## src/soak_pkg.sv

```systemverilog
// Functional notes
// - Launch idle-to-active begins the program
// - Soak elapsed in band raises completion
// - Pattern selects stop or continue after done
// - Pattern off disables all program operation
// - Stop pattern halts control at completion
// - Continue pattern keeps run mode at completion
// - Timer counts only inside set point band
// - Band off means count continuously
// - Band accepts off or 1 to 9999 counts
// - Start from launch setting or owned event
// - Communications start only without event ownership
// - Event ownership makes launch setting read-only
// - Pattern off clears event start ownership
// - Done display alternates end text every 0.5 s
// - Pattern enable routes completion to aux 1
// - Pattern disable restores alarm 1 assignment
// - Compact heat/cool skips automatic aux routing
// - Launch active-to-idle clears completion and display
// - Event clears done; key clear refused then
// - Completion assignable and visible in status
// - Start enters run, early reset enters stop
// - Soak keeps counting while control stopped
package soak_pkg;
    localparam int CLK_HZ   = 50_000_000;
    localparam int BLINK_MS = 500;
    localparam int BLINK_CYC = BLINK_MS * (CLK_HZ / 1000);
    localparam int TICK_S   = 1;
    localparam int TICK_CYC = TICK_S * CLK_HZ;
    localparam int MIN_SEC  = 60;
    localparam int HOUR_SEC = 3600;
    // Register byte offsets
    localparam logic [7:0] CTRL_OFS   = 8'h00;
    localparam logic [7:0] SOAK_OFS   = 8'h04;
    localparam logic [7:0] BAND_OFS   = 8'h08;
    localparam logic [7:0] STAT_OFS   = 8'h0c;
    localparam logic [7:0] REMAIN_OFS = 8'h10;
    localparam logic [7:0] OSEL_OFS   = 8'h14;
    // Control and output select field positions
    localparam int CTRL_PAT    = 0;
    localparam int CTRL_LAUNCH = 2;
    localparam int CTRL_UNIT   = 3;
    localparam int CTRL_HC     = 4;
    localparam int CTRL_COMPACT = 5;
    localparam int CTRL_EVOWN  = 6;
    localparam int CTRL_ANALOG = 7;
    localparam int CTRL_RUN    = 8;
    localparam int OSEL_AUX1   = 0;
    localparam int OSEL_FIRST_ALARM_FUNCTION   = 2;
    // Limits and reset values
    localparam logic [13:0] SOAK_MIN = 14'h0001;
    localparam logic [13:0] SOAK_MAX = 14'h270f;
    localparam logic [13:0] BAND_MAX = 14'h270f;
    localparam logic [13:0] SOAK_RST = 14'h0001;
    localparam logic [13:0] BAND_RST = 14'h0000;

    typedef enum logic [1:0] {PAT_OFF, PAT_STOP, PAT_CONTINUE_AFTER_DONE} pattern_e;
    typedef enum logic [1:0] {SEL_NONE, SEL_ALARM, SEL_END} osel_e;
    typedef enum logic [1:0] {PROG_IDLE, PROG_SOAK, PROG_DONE} prog_e;

    typedef struct packed {
        logic        cyc;
        logic        stb;
        logic        we;
        logic [7:0]  adr;
        logic [3:0]  sel;
        logic [31:0] dat;
    } wb_req_s;
endpackage

```

## src/soak_program_sequencer.sv

```systemverilog
// Design decisions made here: the address map and the Wishbone interface to the registers.
`timescale 1ns/1ns
`default_nettype none
module soak_program_sequencer
    import soak_pkg::*;
#(
    parameter int TICK_CYCLES  = TICK_CYC,
    parameter int BLINK_CYCLES = BLINK_CYC
) (
    input  wire logic               clk,
    input  wire logic               rst,
    input  wire wb_req_s            wb_req,
    output var  logic [31:0]        wb_dat_o,
    output var  logic               wb_ack_o,
    input  wire logic               event_in,
    input  wire logic               comm_start,
    input  wire logic               comm_reset,
    input  wire logic signed [15:0] pv,
    input  wire logic signed [15:0] sp,
    input  wire logic               alarm1_in,
    output var  logic               done_out,
    output var  logic               aux1_out,
    output var  logic               first_alarm_function_out,
    output var  logic               run_mode,
    output var  logic               disp2_end
);
    pattern_e    pattern;
    pattern_e    pat_q;
    osel_e       aux1_sel;
    osel_e       first_alarm_function_sel;
    prog_e       state;
    prog_e       next_state;
    logic        launch;
    logic        launch_q;
    logic        unit_h;
    logic        heat_cool;
    logic        compact;
    logic        ev_own;
    logic        analog;
    logic [13:0] soak;
    logic [13:0] band;
    logic [31:0] pre_cnt;
    logic [11:0] sec_cnt;
    logic [13:0] elapsed;
    logic [31:0] blink_cnt;
    logic [31:0] rdata;
    logic [15:0] wmerge;
    logic [16:0] diff;
    logic [16:0] adiff;
    logic        in_band;
    logic        req;
    logic        wr;
    logic        wr_ctrl;
    logic        start;
    logic        stop;
    logic        finish;
    logic        sec_tick;
    logic        unit_tick;

    // Bus request decode; answer one cycle after the request is seen
    assign req     = wb_req.cyc & wb_req.stb & ~wb_ack_o;
    assign wr      = req & wb_req.we;
    assign wr_ctrl = wr & (wb_req.adr == CTRL_OFS) & wb_req.sel[0];

    // Low half-word write with byte lanes
    always_comb begin
        wmerge = (wb_req.adr == SOAK_OFS) ? {2'b00, soak} : {2'b00, band};
        if (wb_req.sel[0]) begin
            wmerge[7:0] = wb_req.dat[7:0];
        end
        if (wb_req.sel[1]) begin
            wmerge[15:8] = wb_req.dat[15:8];
        end
    end

    // Launch edges drive the sequencer
    assign start  = launch & ~launch_q;
    assign stop   = ~launch & launch_q;
    assign finish = (state == PROG_SOAK) & ~stop & (elapsed >= soak);

    // Band check in 17 bits so the difference cannot wrap
    assign diff    = {pv[15], pv} - {sp[15], sp};
    assign adiff   = diff[16] ? 17'(-diff) : diff;
    assign in_band = (band == 14'h0000) | (adiff <= {3'b000, band});

    // Prescaler ticks; counting ignores run mode on purpose
    assign sec_tick  = (pre_cnt == 32'(TICK_CYCLES - 1));
    assign unit_tick = sec_tick
        & (sec_cnt == (unit_h ? 12'(HOUR_SEC - 1) : 12'(MIN_SEC - 1)));

    // Configuration bits
    always_ff @(posedge clk or posedge rst) begin
        if (rst) begin
            pattern   <= PAT_OFF;
            unit_h    <= 1'b0;
            heat_cool <= 1'b0;
            compact   <= 1'b0;
            ev_own    <= 1'b0;
            analog    <= 1'b0;
        end else begin
            if (wr_ctrl) begin
                if (wb_req.dat[CTRL_PAT +: 2] != 2'b11) begin
                    pattern <= pattern_e'(wb_req.dat[CTRL_PAT +: 2]);
                end
                unit_h    <= wb_req.dat[CTRL_UNIT];
                heat_cool <= wb_req.dat[CTRL_HC];
                compact   <= wb_req.dat[CTRL_COMPACT];
                ev_own    <= wb_req.dat[CTRL_EVOWN];
                analog    <= wb_req.dat[CTRL_ANALOG];
            end
            if (pattern == PAT_OFF) begin
                ev_own <= 1'b0;
            end
        end
    end

    // Soak duration and wait band; out-of-range values are refused
    always_ff @(posedge clk or posedge rst) begin
        if (rst) begin
            soak <= SOAK_RST;
            band <= BAND_RST;
        end else if (wr && wmerge[15:14] == 2'b00) begin
            if (wb_req.adr == SOAK_OFS && wmerge[13:0] >= SOAK_MIN
                    && wmerge[13:0] <= SOAK_MAX) begin
                soak <= wmerge[13:0];
            end
            if (wb_req.adr == BAND_OFS && wmerge[13:0] <= BAND_MAX) begin
                band <= wmerge[13:0];
            end
        end
    end

    // Launch setting: an owning event overrides keys and comms
    always_ff @(posedge clk or posedge rst) begin
        if (rst) begin
            launch   <= 1'b0;
            launch_q <= 1'b0;
        end else begin
            launch_q <= launch;
            if (pattern == PAT_OFF) begin
                launch <= 1'b0;
            end else if (ev_own) begin
                launch <= event_in;
            end else if (comm_start) begin
                launch <= 1'b1;
            end else if (comm_reset) begin
                launch <= 1'b0;
            end else if (wr_ctrl) begin
                launch <= wb_req.dat[CTRL_LAUNCH];
            end
        end
    end

    // Program sequence
    always_comb begin
        next_state = state;
        case (state)
            PROG_IDLE: begin
                if (start) begin
                    next_state = PROG_SOAK;
                end
            end
            PROG_SOAK: begin
                if (stop) begin
                    next_state = PROG_IDLE;
                end else if (finish) begin
                    next_state = PROG_DONE;
                end
            end
            PROG_DONE: begin
                if (stop) begin
                    next_state = PROG_IDLE;
                end
            end
            default: next_state = PROG_IDLE;
        endcase
    end

    always_ff @(posedge clk or posedge rst) begin
        if (rst) begin
            state <= PROG_IDLE;
        end else begin
            state <= next_state;
        end
    end

    // Soak timer; holds while out of band, clears when idle
    always_ff @(posedge clk or posedge rst) begin
        if (rst) begin
            pre_cnt <= 32'h0000_0000;
            sec_cnt <= 12'h000;
            elapsed <= 14'h0000;
        end else if (state != PROG_SOAK || stop) begin
            pre_cnt <= 32'h0000_0000;
            sec_cnt <= 12'h000;
            elapsed <= 14'h0000;
        end else if (in_band && !finish) begin
            pre_cnt <= sec_tick ? 32'h0000_0000 : pre_cnt + 32'h0000_0001;
            if (unit_tick) begin
                sec_cnt <= 12'h000;
                elapsed <= elapsed + 14'h0001;
            end else if (sec_tick) begin
                sec_cnt <= sec_cnt + 12'h001;
            end
        end
    end

    // Run/stop: start runs, early reset stops, done follows the pattern
    always_ff @(posedge clk or posedge rst) begin
        if (rst) begin
            run_mode <= 1'b0;
        end else if (state == PROG_IDLE && start) begin
            run_mode <= 1'b1;
        end else if (state == PROG_SOAK && stop) begin
            run_mode <= 1'b0;
        end else if (finish && pattern == PAT_STOP) begin
            run_mode <= 1'b0;
        end else if (finish) begin
            run_mode <= run_mode;
        end else if (wr && wb_req.adr == CTRL_OFS && wb_req.sel[1]) begin
            run_mode <= wb_req.dat[CTRL_RUN];
        end
    end

    // Completion flag and alternating second display
    always_ff @(posedge clk or posedge rst) begin
        if (rst) begin
            done_out  <= 1'b0;
            disp2_end <= 1'b0;
            blink_cnt <= 32'h0000_0000;
        end else begin
            done_out <= (next_state == PROG_DONE);
            if (next_state != PROG_DONE) begin
                disp2_end <= 1'b0;
                blink_cnt <= 32'h0000_0000;
            end else if (state != PROG_DONE) begin
                disp2_end <= 1'b1;
            end else if (blink_cnt == 32'(BLINK_CYCLES - 1)) begin
                disp2_end <= ~disp2_end;
                blink_cnt <= 32'h0000_0000;
            end else begin
                blink_cnt <= blink_cnt + 32'h0000_0001;
            end
        end
    end

    // Output assignment, rewritten on pattern enable and disable
    always_ff @(posedge clk or posedge rst) begin
        if (rst) begin
            pat_q    <= PAT_OFF;
            aux1_sel <= SEL_NONE;
            first_alarm_function_sel <= SEL_ALARM;
        end else begin
            pat_q <= pattern;
            if (wr && wb_req.adr == OSEL_OFS && wb_req.sel[0]) begin
                if (wb_req.dat[OSEL_AUX1 +: 2] != 2'b11) begin
                    aux1_sel <= osel_e'(wb_req.dat[OSEL_AUX1 +: 2]);
                end
                if (wb_req.dat[OSEL_FIRST_ALARM_FUNCTION +: 2] != 2'b11) begin
                    first_alarm_function_sel <= osel_e'(wb_req.dat[OSEL_FIRST_ALARM_FUNCTION +: 2]);
                end
            end
            if (pat_q == PAT_OFF && pattern != PAT_OFF && !(compact && heat_cool)) begin
                aux1_sel <= SEL_END;
            end
            if (pat_q != PAT_OFF && pattern == PAT_OFF) begin
                first_alarm_function_sel <= SEL_ALARM;
            end
        end
    end

    // Physical outputs follow their assignment
    always_ff @(posedge clk or posedge rst) begin
        if (rst) begin
            aux1_out <= 1'b0;
            first_alarm_function_out <= 1'b0;
        end else begin
            aux1_out <= (aux1_sel == SEL_END) ? done_out : (aux1_sel == SEL_ALARM) & alarm1_in;
            first_alarm_function_out <= (first_alarm_function_sel == SEL_END) ? done_out : (first_alarm_function_sel == SEL_ALARM) & alarm1_in;
        end
    end

    // Read mux; unmapped offsets read zero
    always_comb begin
        rdata = 32'h0000_0000;
        case (wb_req.adr)
            CTRL_OFS: begin
                rdata[CTRL_PAT +: 2] = pattern;
                rdata[CTRL_LAUNCH]   = launch;
                rdata[CTRL_UNIT]     = unit_h;
                rdata[CTRL_HC]       = heat_cool;
                rdata[CTRL_COMPACT]  = compact;
                rdata[CTRL_EVOWN]    = ev_own;
                rdata[CTRL_ANALOG]   = analog;
                rdata[CTRL_RUN]      = run_mode;
            end
            SOAK_OFS: rdata[13:0] = soak;
            BAND_OFS: rdata[13:0] = band;
            STAT_OFS: rdata[5:0] = {in_band, disp2_end, launch, run_mode, done_out,
                                    state == PROG_SOAK};
            REMAIN_OFS: rdata[13:0] = (elapsed >= soak) ? 14'h0000 : soak - elapsed;
            OSEL_OFS: rdata[3:0] = {first_alarm_function_sel, aux1_sel};
            default: rdata = 32'h0000_0000;
        endcase
    end

    // Bus answer, dropped the cycle after it is given
    always_ff @(posedge clk or posedge rst) begin
        if (rst) begin
            wb_ack_o <= 1'b0;
            wb_dat_o <= 32'h0000_0000;
        end else begin
            wb_ack_o <= req;
            if (req) begin
                wb_dat_o <= rdata;
            end
        end
    end
endmodule
`default_nettype wire

```

## config.mk

```make
export PLATFORM = sky130hd
export DESIGN_NAME = soak_program_sequencer
export DESIGN_NICKNAME = d
export VERILOG_FILES = /design/src/soak_pkg.sv /design/src/soak_program_sequencer.sv
export SDC_FILE = /design/constraint.sdc
export NUM_CORES = 1
export LEC_CHECK = 0
export BUFFER_PORTS_ARGS = -buffer_cell sky130_fd_sc_hd__buf_4
export CORE_MARGIN = 3
export CORE_UTILIZATION = 55
export CTS_CLUSTER_DIAMETER = 50
export DETAILED_ROUTE_END_ITERATION = 7
export HOLD_SLACK_MARGIN = 0.03
export PLACE_DENSITY = 0.72
export SETUP_SLACK_MARGIN = 0.15
export SLEW_MARGIN = 20
export SYNTH_ARGS = -nofsm -noshare
export SYNTH_HDL_FRONTEND = slang
export SYNTH_SLANG_ARGS = --single-unit
export TNS_END_PERCENT = 10
```

## constraint.sdc

```tcl
create_clock -name clk -period 7.5 [get_ports clk]
set_clock_uncertainty 0.05 [all_clocks]
set_input_delay 1.5 -clock clk [delete_from_list [all_inputs] [get_ports clk]]
set_output_delay 1.5 -clock clk [all_outputs]
set_load 0.01 [all_outputs]
```

---- After elaboration in Yosys (flattened, before gate mapping) ----
Index checks and enable logic that the tools add are counted.
Widths: inputs -> output; s select.
word-level totals
  register bits after elaboration ......... 155
  bits in latches ......................... 0
  RAM bits ................................ 0
  bits in read-only memories .............. 0
  input bits .............................. 85
  output and inout port bits .............. 38
  memories ................................ 0
operators by class
  add/sub/neg operators ................... 7
  $mul .................................... 0
  div/mod/pow operators ................... 0
  $lt $le $gt $ge ......................... 4
  equality and inequality tests ........... 23
  shifts and indexed selects .............. 0
  mux-type cells .......................... 51
  bitwise gates (word level) .............. 18
  reduce and logical (&&, ||, !) cells .... 46
operators by type and width
  cell                   count
  $mux 32                6
  $mux 14                5
  $add 32x1->32 const B  2
  $mux 12                5
  $eq 32x25->1 const B   1
  $eq 32x26->1 const B   1
  $pmux 4 s6             1
  $mux 2                 10
  $reduce_bool 2->1      9
  $le 17x14->1           1
  $mux 1                 17
  $mux 17                1
  $neg 17->17            1
  $sub 16x16->17         1
  $eq 8x4->1 const B     2
  $eq 8x5->1 const B     2
  $logic_and 1x1->1      16
  $mux 8                 2
  $reduce_and 2->1       8
  $pmux 5 s3             1
  $add 14x1->14 const B  1
  $ge 14x1->1 const B    1
  $ge 14x14->1           1
  $le 14x14->1 const B   1
  23 further kinds       53

---- Depth between registers and ports, before layout ----
Gate-level depths: netlist (run 1).
  depth after elaboration ................. 10
  gate-level depth with buffers ........... 25

---- Worst setup path before layout (run 1) ----
OpenSTA, ideal clock, no wires.
  path type ............................... input to register
  start ................................... input pv[0]
  end ..................................... register sec_cnt[11]
  arrival ................................. 6.029 ns
  data required time ...................... 7.360 ns
  setup slack ............................. 1.331 ns
  cell stages on the path ................. 23
  buffers on the path ..................... 1
  path through ............................ inv_1 -> ha_1 -> fa_1 -> nand2b_1 -> a21bo_1 -> a21o_1 -> a2111o_1 -> nand2b_1 -> or4_4 -> nand2_1 -> xnor2_1 -> ha_1 -> a21o_1 -> a21o_1 -> a21oi_1 -> o21ai_0 -> a21oi_1 -> nor2_1 -> a211o_1 -> buf_6 -> a211o_1 -> or3_1 -> o221ai_1
on the way
  cells in the longest elaborated chain, start to end .. 8
ends and longest elaborated chain
  what                           line                           text
  start: declaration             soak_program_sequencer.sv:18   input wire logic signed [15:0] pv,
  $sub 16x16->17 *               soak_program_sequencer.sv:82   assign diff = {pv[15], pv} - {sp[15], sp};
  $neg 17->17                    soak_program_sequencer.sv:83   assign adiff = diff[16] ? 17'(-diff) : diff;
  $mux 17 *                      soak_program_sequencer.sv:83
  $le 17x14->1 *                 soak_program_sequencer.sv:84   assign in_band = (band == 14'h0000) | (adiff <= {3'b000, band});
  $or 1x1->1 *                   soak_program_sequencer.sv:84
  $logic_and 1x1->1 *            soak_program_sequencer.sv:197  end else if (in_band && !finish) begin
  $reduce_bool 2->1 (no line) *  --
  $reduce_and 2->1 (no line) *   --
  end signal: assignment         soak_program_sequencer.sv:203  sec_cnt <= sec_cnt + 12'h001;
  end: declaration               soak_program_sequencer.sv:43   logic [11:0] sec_cnt;
Every way passes the cells marked *; elsewhere a longest branch is shown, timed or not.
A chain may end at the register's enable or synchronous reset.

---- Worst setup path after layout (run 1) ----
  start ................................... input pv[0]
  end ..................................... register pre_cnt[28]
on the way
  cells in the longest elaborated chain, start to end .. 7
ends and longest elaborated chain
  what                           line                           text
  $sub 16x16->17 *               soak_program_sequencer.sv:82
  $neg 17->17                    soak_program_sequencer.sv:83
  $mux 17 *                      soak_program_sequencer.sv:83
  $le 17x14->1 *                 soak_program_sequencer.sv:84
  $or 1x1->1 *                   soak_program_sequencer.sv:84
  $logic_and 1x1->1 *            soak_program_sequencer.sv:197
  $reduce_bool 2->1 (no line) *  --
  end signal: assignment         soak_program_sequencer.sv:198  pre_cnt <= sec_tick ? 32'h0000_0000 : pre_cnt + 32'h0000_0001;
  end: declaration               soak_program_sequencer.sv:42   logic [31:0] pre_cnt;
Marked as above.

==> results of run 1 <==
-- through the flow --
stage,total power [W],setup slack [ps],cells
global placement,0.00136,761,1597
detailed placement,0.00137,748,1597
floorplan,0.00123,1330,1306
finish,0.00231,1200,1630
CTS,0.00231,1180,1629
global route,0.00242,793,1630
-- final cells by class --
| cell class | count | area (sq um) |
|---|---|---|
| multi-input combinational | 1015 | 6370 |
| tap | 260 | 325 |
| clock buffer | 18 | 439 |
| timing repair buffer | 99 | 763 |
| sequential | 155 | 3880 |
| inverter | 69 | 264 |
| clock inverter | 14 | 205 |
| fill | 1655 | 6710 |
-- cells by family after synthesis --
| group | Yosys count | synth area share |
|---|---|---|
| xor gates and xnor gates | 42 | 0.0342 |
| AOI/OAI and AO/OA | 397 | 0.238 |
| DFF | 155 | 0.360 |
| muxes | 35 | 0.0345 |
| buffers and inverters | 136 | 0.0548 |
| and+or+nand+nor | 472 | 0.217 |
| other | 1 | 0.000348 |
| adders and majority gates | 51 | 0.0606 |
-- state kept, by name, indices dropped and copies added, names as in the netlist, 12 cells and up --
register	count
sec_cnt	12
band	14
blink_cnt	32
wb_dat_o	14
soak	14
pre_cnt	32
elapsed	14
-- synthesized netlist by cell type, drive strengths merged (7+ instances only) --
cell type,count,share of area
nor4,12,0.0070
o21ai,155,0.072
mux2i,18,0.017
a21oi,61,0.029
and3,43,0.025
nor2b,8,0.0046
nand2,120,0.042
dfrtp,153,0.36
a211oi,10,0.0070
nand4,19,0.011
a22o,14,0.011
mux2,17,0.018
nor3,18,0.0084
or4,9,0.0066
a21o,21,0.015
or2,7,0.0041
o31ai,32,0.022
nand3,53,0.025
and2,20,0.012
clkbuf,42,0.015
nand2b,18,0.010
ha,49,0.057
and4,7,0.0057
inv,67,0.023
buf,25,0.016
xor2,14,0.011
a31oi,11,0.0064
xnor2,28,0.023
nor2,115,0.040
or3,12,0.0070
-- metal layers --
metal / track usage / share of wire / vias to the layer above / routed length, um
met5: 0 / 0 / - / 0
met4: 0.0556 / 0.016 / 0 / 446
met3: 0.0383 / 0.050 / 30 / 1380
met2: 0.407 / 0.46 / 278 / 12700
met1: 0.371 / 0.47 / 4727 / 12900
li1: - / - / 4833 / -
-- how the worst max path moves through the flow --
| stage | startpoint | to | slack [ps] | cells past startpoint |
|---|---|---|---|---|
| floorplan | pv[0] | sec_cnt[11]$_DFFE_PP0P_ | 1330 | 23 |
| global placement | pv[0] | pre_cnt[28]$_DFFE_PP0P_ | 760 | 24 |
| detailed placement | pv[0] | pre_cnt[28]$_DFFE_PP0P_ | 750 | 24 |
| CTS | pv[0] | pre_cnt[28]$_DFFE_PP0P_ | 1180 | 24 |
| global route | pv[0] | pre_cnt[28]$_DFFE_PP0P_ | 790 | 24 |
| finish | pv[0] | pre_cnt[28]$_DFFE_PP0P_ | 1200 | 24 |
-- worst max-delay path: cells and delay by family --
| family | cells | cell delay (ps) |
|---|---|---|
| adders and majority gates | 3 | 850 |
| xor gates and xnor gates | 1 | 110 |
| buffers and inverters | 3 | 340 |
| and+or+nand+nor | 6 | 1140 |
| AOI/OAI and AO/OA | 11 | 2610 |
-- power groups by stage --
stage | combinational, W | clock [W] | sequential, W
after floorplan | 0.000348 | 0 | 0.000884
after global routing | 0.000545 | 0.00100 | 0.000873
after detailed placement | 0.000479 | 0 | 0.000886
after global placement | 0.000470 | 0 | 0.000886
final | 0.000481 | 0.000954 | 0.000871
after CTS | 0.000482 | 0.000962 | 0.000871
==> metrics.txt, run 1 <==
status finished clean; Worst VDD drop about 0.00019 V; total routed wirelength ~27 mm; post-synthesis cell area 10800 sq um; sequential fraction of the synthesis area 0.360; GRT Total Usage 0.255; Setup Crit Path Kind input port to flop; Cell Pwr Density 188 nW/um^2; Async SR Flop Fraction 1.00; internal power 0.00162 W; # Max-Cap Violations 0; min-delay src blink_cnt[20]$_DFFE_PP0P_; sw frac 0.298; Synth cell types 80; fin util 0.646; Tcrit/Tclk final 0.841; drt wl/cell between 15 and 20 um; CTS Buf Count 17; Syn Inst Count around 1300; hold-fix buffers at CTS 0; H-tree Lvls 4; Die Y approximately 150 um; CTS root buf clkbuf_16; Post-synth top flop dfrtp_1; critical-path cell list buf_4, inv_1, ha_1, fa_1, nand2b_1, a21bo_1, a21o_1, a2111o_1, nand2b_1, or4_4, nand2_1, xnor2_1, ha_1, a21o_1, a21o_1, a21oi_1, o21ai_0, a21oi_1, nor2_1, a211o_1, a21oi_2, nand2_1, buf_4, o41ai_1; Hold Crit Depth 1; # rows 50; Critical Path AT ~6600 ps; Final Max Slew Viols 0; initial cell density of the core 0.568; Pre-antenna DRT Iters 6; Switch Pwr ~0.0007 W; CP required around 7800 ps; share of post-route cells with drive strength above 1 0.120; die width ~150 um; Leakage 5.52 nW; fmax between 150 and 200 MHz; Floorplan Core Area 19000 sq um; CP Launch Type input port; Final Hold Violating Endpoints 0; worst hold slack between 400 and 500 ps; Slew Limit Headroom 0.279; setup_tns 0 ps; R2R Setup Slk 2990 ps; Routability Congestion around 0.90; dpl hpwl roughly 20 mm; hold endpoint blink_cnt[20]$_DFFE_PP0P_; Logic pwr share 0.209; most used cell, CP a21o_1; Synth Register Bits between 150 and 200; number of synthesized flops with an enable pin 0; synthesized area per cell ~8.4 sq um; fin crit period approximately 6300 ps; # resized after CTS 0; initial antenna violation count 0; CTS Buffer Depth 2; Least-Margin Pin Slew 1070 ps; synth warn 0; largest net degree at the start of global routing 95; Top-Level Pins between 100 and 150; total gr overflow 0; worst skew pair latency ~430 ps; die area between 20000 and 25000 sq um; setup violators final 0; Area Overhead vs Synth 13.7%; CP endpoint kind flop; Iter 0 DRT Violations approximately 740; CTS tree built; Crit-path slowest cell or4_4; Vias per Instance between 6 and 7; type of the worst min-delay path flop to flop; Clock power frac 0.414; worst reg-to-reg path cell count 15; commonest non-fill, non-tap cells in the layout 153 x dfrtp_1, 120 x nand2_1, 113 x nor2_1; DP Area 11600 sq um; CTS Sinks approximately 160; via count between 9000 and 10000; clock slew at reported path FFs ~70 ps; RSZ-0062 raised after global routing false; Inserted Diodes 0; Buffers on Ports between 80 and 90; Setup Fix Bufs, Post-CTS 0; Critical R2R Launch soak[0]$_DFFE_PP1P_; worst flop-to-flop path endpoint elapsed[12]$_DFFE_PP0P_; vias in the first global route 9183; Seq pwr share 0.378; first-pass GRT wire length between 40 and 50 mm; Final Cell Area about 12000 sq um; commonest non-fill, non-tap cell in the layout dfrtp_1; CP Max Fanout 27; Routed Antenna Nets 0; final net count 1493; # DRC 0; Worst path max stage delay approximately 520 ps
Power figures use the tool's default switching activity.
==> run 2: changes to the inputs <==
Clock period 7.5 ns to 6.5 ns, I/O delays scaled along.
==> run 2 against run 1 <==
Effect of this change: combinational power up 16%; global-route usage down 0.15 points; sequential cell count unchanged; register-to-register slack worse by 920 ps; via count up 0.62%; wire length down 0.94%; setup slack worse by 670 ps; sequential share of layout area about the same.
==> metrics.txt, run 2 (synthesized netlist as in run 1, its figures left out) <==
status finished clean (unchanged); CP endpoint kind flop (unchanged); Setup Crit Path Kind input port to flop (unchanged); # rows 50 (unchanged); Final Max Slew Viols 0 (unchanged); placed cells 1601 (was 1597); setup violators final 0 (unchanged); worst hold slack 425 ps (was 421 ps); worst skew pair latency 430 ps (about the same); commonest non-fill, non-tap cell in the layout dfrtp_1 (unchanged); Seq pwr share 0.383 (was 0.378); Buffers on Ports 86 (unchanged); die width 146 um (unchanged); fin util 0.645 (was 0.646); Logic pwr share 0.213 (was 0.209); clock slew at reported path FFs 60 ps (was 70 ps); commonest non-fill, non-tap cells in the layout 153 x dfrtp_1, 120 x nand2_1, 113 x nor2_1 (unchanged); Switch Pwr 0.000791 W (was 0.000688 W); die area 21300 sq um (unchanged); Inserted Diodes 0 (unchanged); dpl hpwl 19.7 mm (was 19.6 mm); Leakage 5.50 nW (was 5.52 nW); via count 9929 (was 9868); CTS tree built (unchanged); Clock power frac 0.404 (was 0.414); largest net degree at the start of global routing 101 (was 95); Critical Path AT 6260 ps (was 6570 ps); Die Y 146 um (unchanged); H-tree Lvls 4 (unchanged); Pre-antenna DRT Iters 6 (unchanged); min-delay src blink_cnt[20]$_DFFE_PP0P_ (unchanged); Top Family by Delay on Critical Path compound AO/OA/AOI/OAI gates (unchanged); sw frac 0.302 (was 0.298); Final Non-Filler Cells 1633 (was 1630); GRT Total Usage 0.254 (was 0.255); Routed Antenna Nets 0 (unchanged); final worst slack 523 ps (was 1200 ps); Hold Crit Depth 1 (unchanged); Worst VDD drop 0.000203 V (was 0.000187 V); initial antenna violation count 1 (was 0); dpl ws 40.4 ps (was 748 ps); R2R Setup Slk 2070 ps (was 2990 ps); Floorplan Core Area 19000 sq um (unchanged); CTS Buf Count 17 (unchanged); CTS Buffer Depth 2 (unchanged); drt wl/cell 16.7 um (was 16.8 um); Cell Pwr Density 215 nW/um^2 (was 188 nW/um^2); leading registers by flop count blink_cnt: 32 flops, pre_cnt: 32 flops (unchanged); vias in the first global route 9146 (was 9183); fmax between 150 and 200 MHz; Area Overhead vs Synth 13.6% (was 13.7%); Routability Congestion 0.915 (was 0.904); CTS Sinks 155 (unchanged); total gr overflow 0 (unchanged); # Max-Cap Violations 0 (unchanged); initial cell density of the core 0.568 (unchanged); # resized after CTS 0 (unchanged); Least-Margin Pin Slew 1040 ps (was 1070 ps); Setup Fix Bufs, Post-CTS 0 (unchanged); RSZ-0062 raised after global routing false (unchanged); type of the worst min-delay path flop to flop (unchanged); Iter 0 DRT Violations 819 (was 738); worst path buffer plus inverter count 2 (was 3); CTS root buf clkbuf_16 (unchanged); # DRC 0 (unchanged); fin crit period around 6000 ps; share of post-route cells with drive strength above 1 0.122 (was 0.120); Tcrit/Tclk final 0.919; total routed wirelength 27.2 mm (was 27.5 mm); CP required 6780 ps (was 7770 ps); worst reg-to-reg path cell count 15 (unchanged); CP Launch Type input port (unchanged); Top-Level Pins 123 (unchanged); Slew Limit Headroom 0.306 (was 0.279); setup_tns 0 ps (unchanged); CP Max Fanout 9 (was 27); critical-path cell list buf_4, inv_1, ha_1, fa_1, nand2b_1, a21bo_1, a21o_1, a2111o_1, or4b_1, o31ai_1, xnor2_1, ha_1, a21o_1, a21oi_1, o21ai_0, a21oi_1, nor2_1, a211o_1, a211o_1, or3_1, o221ai_1 (was buf_4, inv_1, ha_1, fa_1, nand2b_1, a21bo_1, a21o_1, a2111o_1, nand2b_1, or4_4, nand2_1, xnor2_1, ha_1, a21o_1, a21o_1, a21oi_1, o21ai_0, a21oi_1, nor2_1, a211o_1, a21oi_2, nand2_1, buf_4, o41ai_1); Final Hold Violating Endpoints 0 (unchanged); hold endpoint blink_cnt[20]$_DFFE_PP0P_ (unchanged); hold-fix buffers at CTS 0 (unchanged); first-pass GRT wire length 45.3 mm (was 45.8 mm); Vias per Instance 6.08 (was 6.05); worst flop-to-flop path endpoint elapsed[12]$_DFFE_PP0P_ (unchanged); Crit-path slowest cell or4b_1 (was or4_4); Critical R2R Launch soak[0]$_DFFE_PP1P_ (unchanged); Worst path max stage delay 610 ps (was 520 ps); internal power 0.00183 W (was 0.00162 W); final net count 1496 (was 1493)
run 2: worst register-to-register path: stages (launching register included):
cell and delay (ps):
dfstp_2 550, inv_1 90, ha_1 210, inv_1 80, fa_1 220, a21o_1 130, a21oi_1 100, o21ai_0 170
a21oi_1 120, o21bai_1 180, a31oi_1 140, o21ai_0 580, a31oi_1 470, or4_1 600, or4_1 500, a21oi_1 150
run 2: through the flow:
step	area [sq um]	power, W
after floorplan	10800	0.00142
after global placement	11600	0.00157
after detailed placement	11600	0.00158
after CTS	12200	0.00264
after global routing	12200	0.00276
final	12200	0.00262
run 2: power by group through the flow:
stage / clock network [W] / logic (W) / registers [W]
2_1_floorplan: 0 / 0.000401 / 0.00102
3_3_place_gp: 0 / 0.000547 / 0.00102
6_report: 0.00106 / 0.000559 / 0.00101
5_1_grt: 0.00112 / 0.000632 / 0.00101
3_5_place_dp: 0 / 0.000558 / 0.00102
4_1_cts: 0.00107 / 0.000561 / 0.00101
run 2: layout make-up:
| type | count | area [sq um] |
|---|---|---|
| Clock buffer | 18 | 439 |
| Clock inverter | 14 | 183 |
| Fill cell | 1610 | 6730 |
| Inverter | 69 | 264 |
| Multi-Input combinational cell | 1015 | 6370 |
| Sequential cell | 155 | 3880 |
| Tap cell | 260 | 325 |
| Timing Repair Buffer | 102 | 766 |
run 2: metal layers:
layer | global-route usage | wire length (um) | up-vias
met5 | 0 | 13 | -
met4 | 0.0575 | 334 | 2
met3 | 0.0411 | 1580 | 31
met2 | 0.415 | 12800 | 305
met1 | 0.357 | 12500 | 4754
li1 | - | - | 4837
run 2: how the worst max path moves through the flow:
stage	start	slack, ps	depth (start not counted)	to
CTS	pv[0]	500	24	sec_cnt[8]$_DFFE_PP0P_
global route	pv[0]	200	24	sec_cnt[8]$_DFFE_PP0P_
floorplan	pv[0]	530	23	sec_cnt[11]$_DFFE_PP0P_
finish	pv[0]	520	21	sec_cnt[11]$_DFFE_PP0P_
detailed placement	pv[0]	40	24	sec_cnt[8]$_DFFE_PP0P_
global placement	pv[0]	150	23	sec_cnt[11]$_DFFE_PP0P_
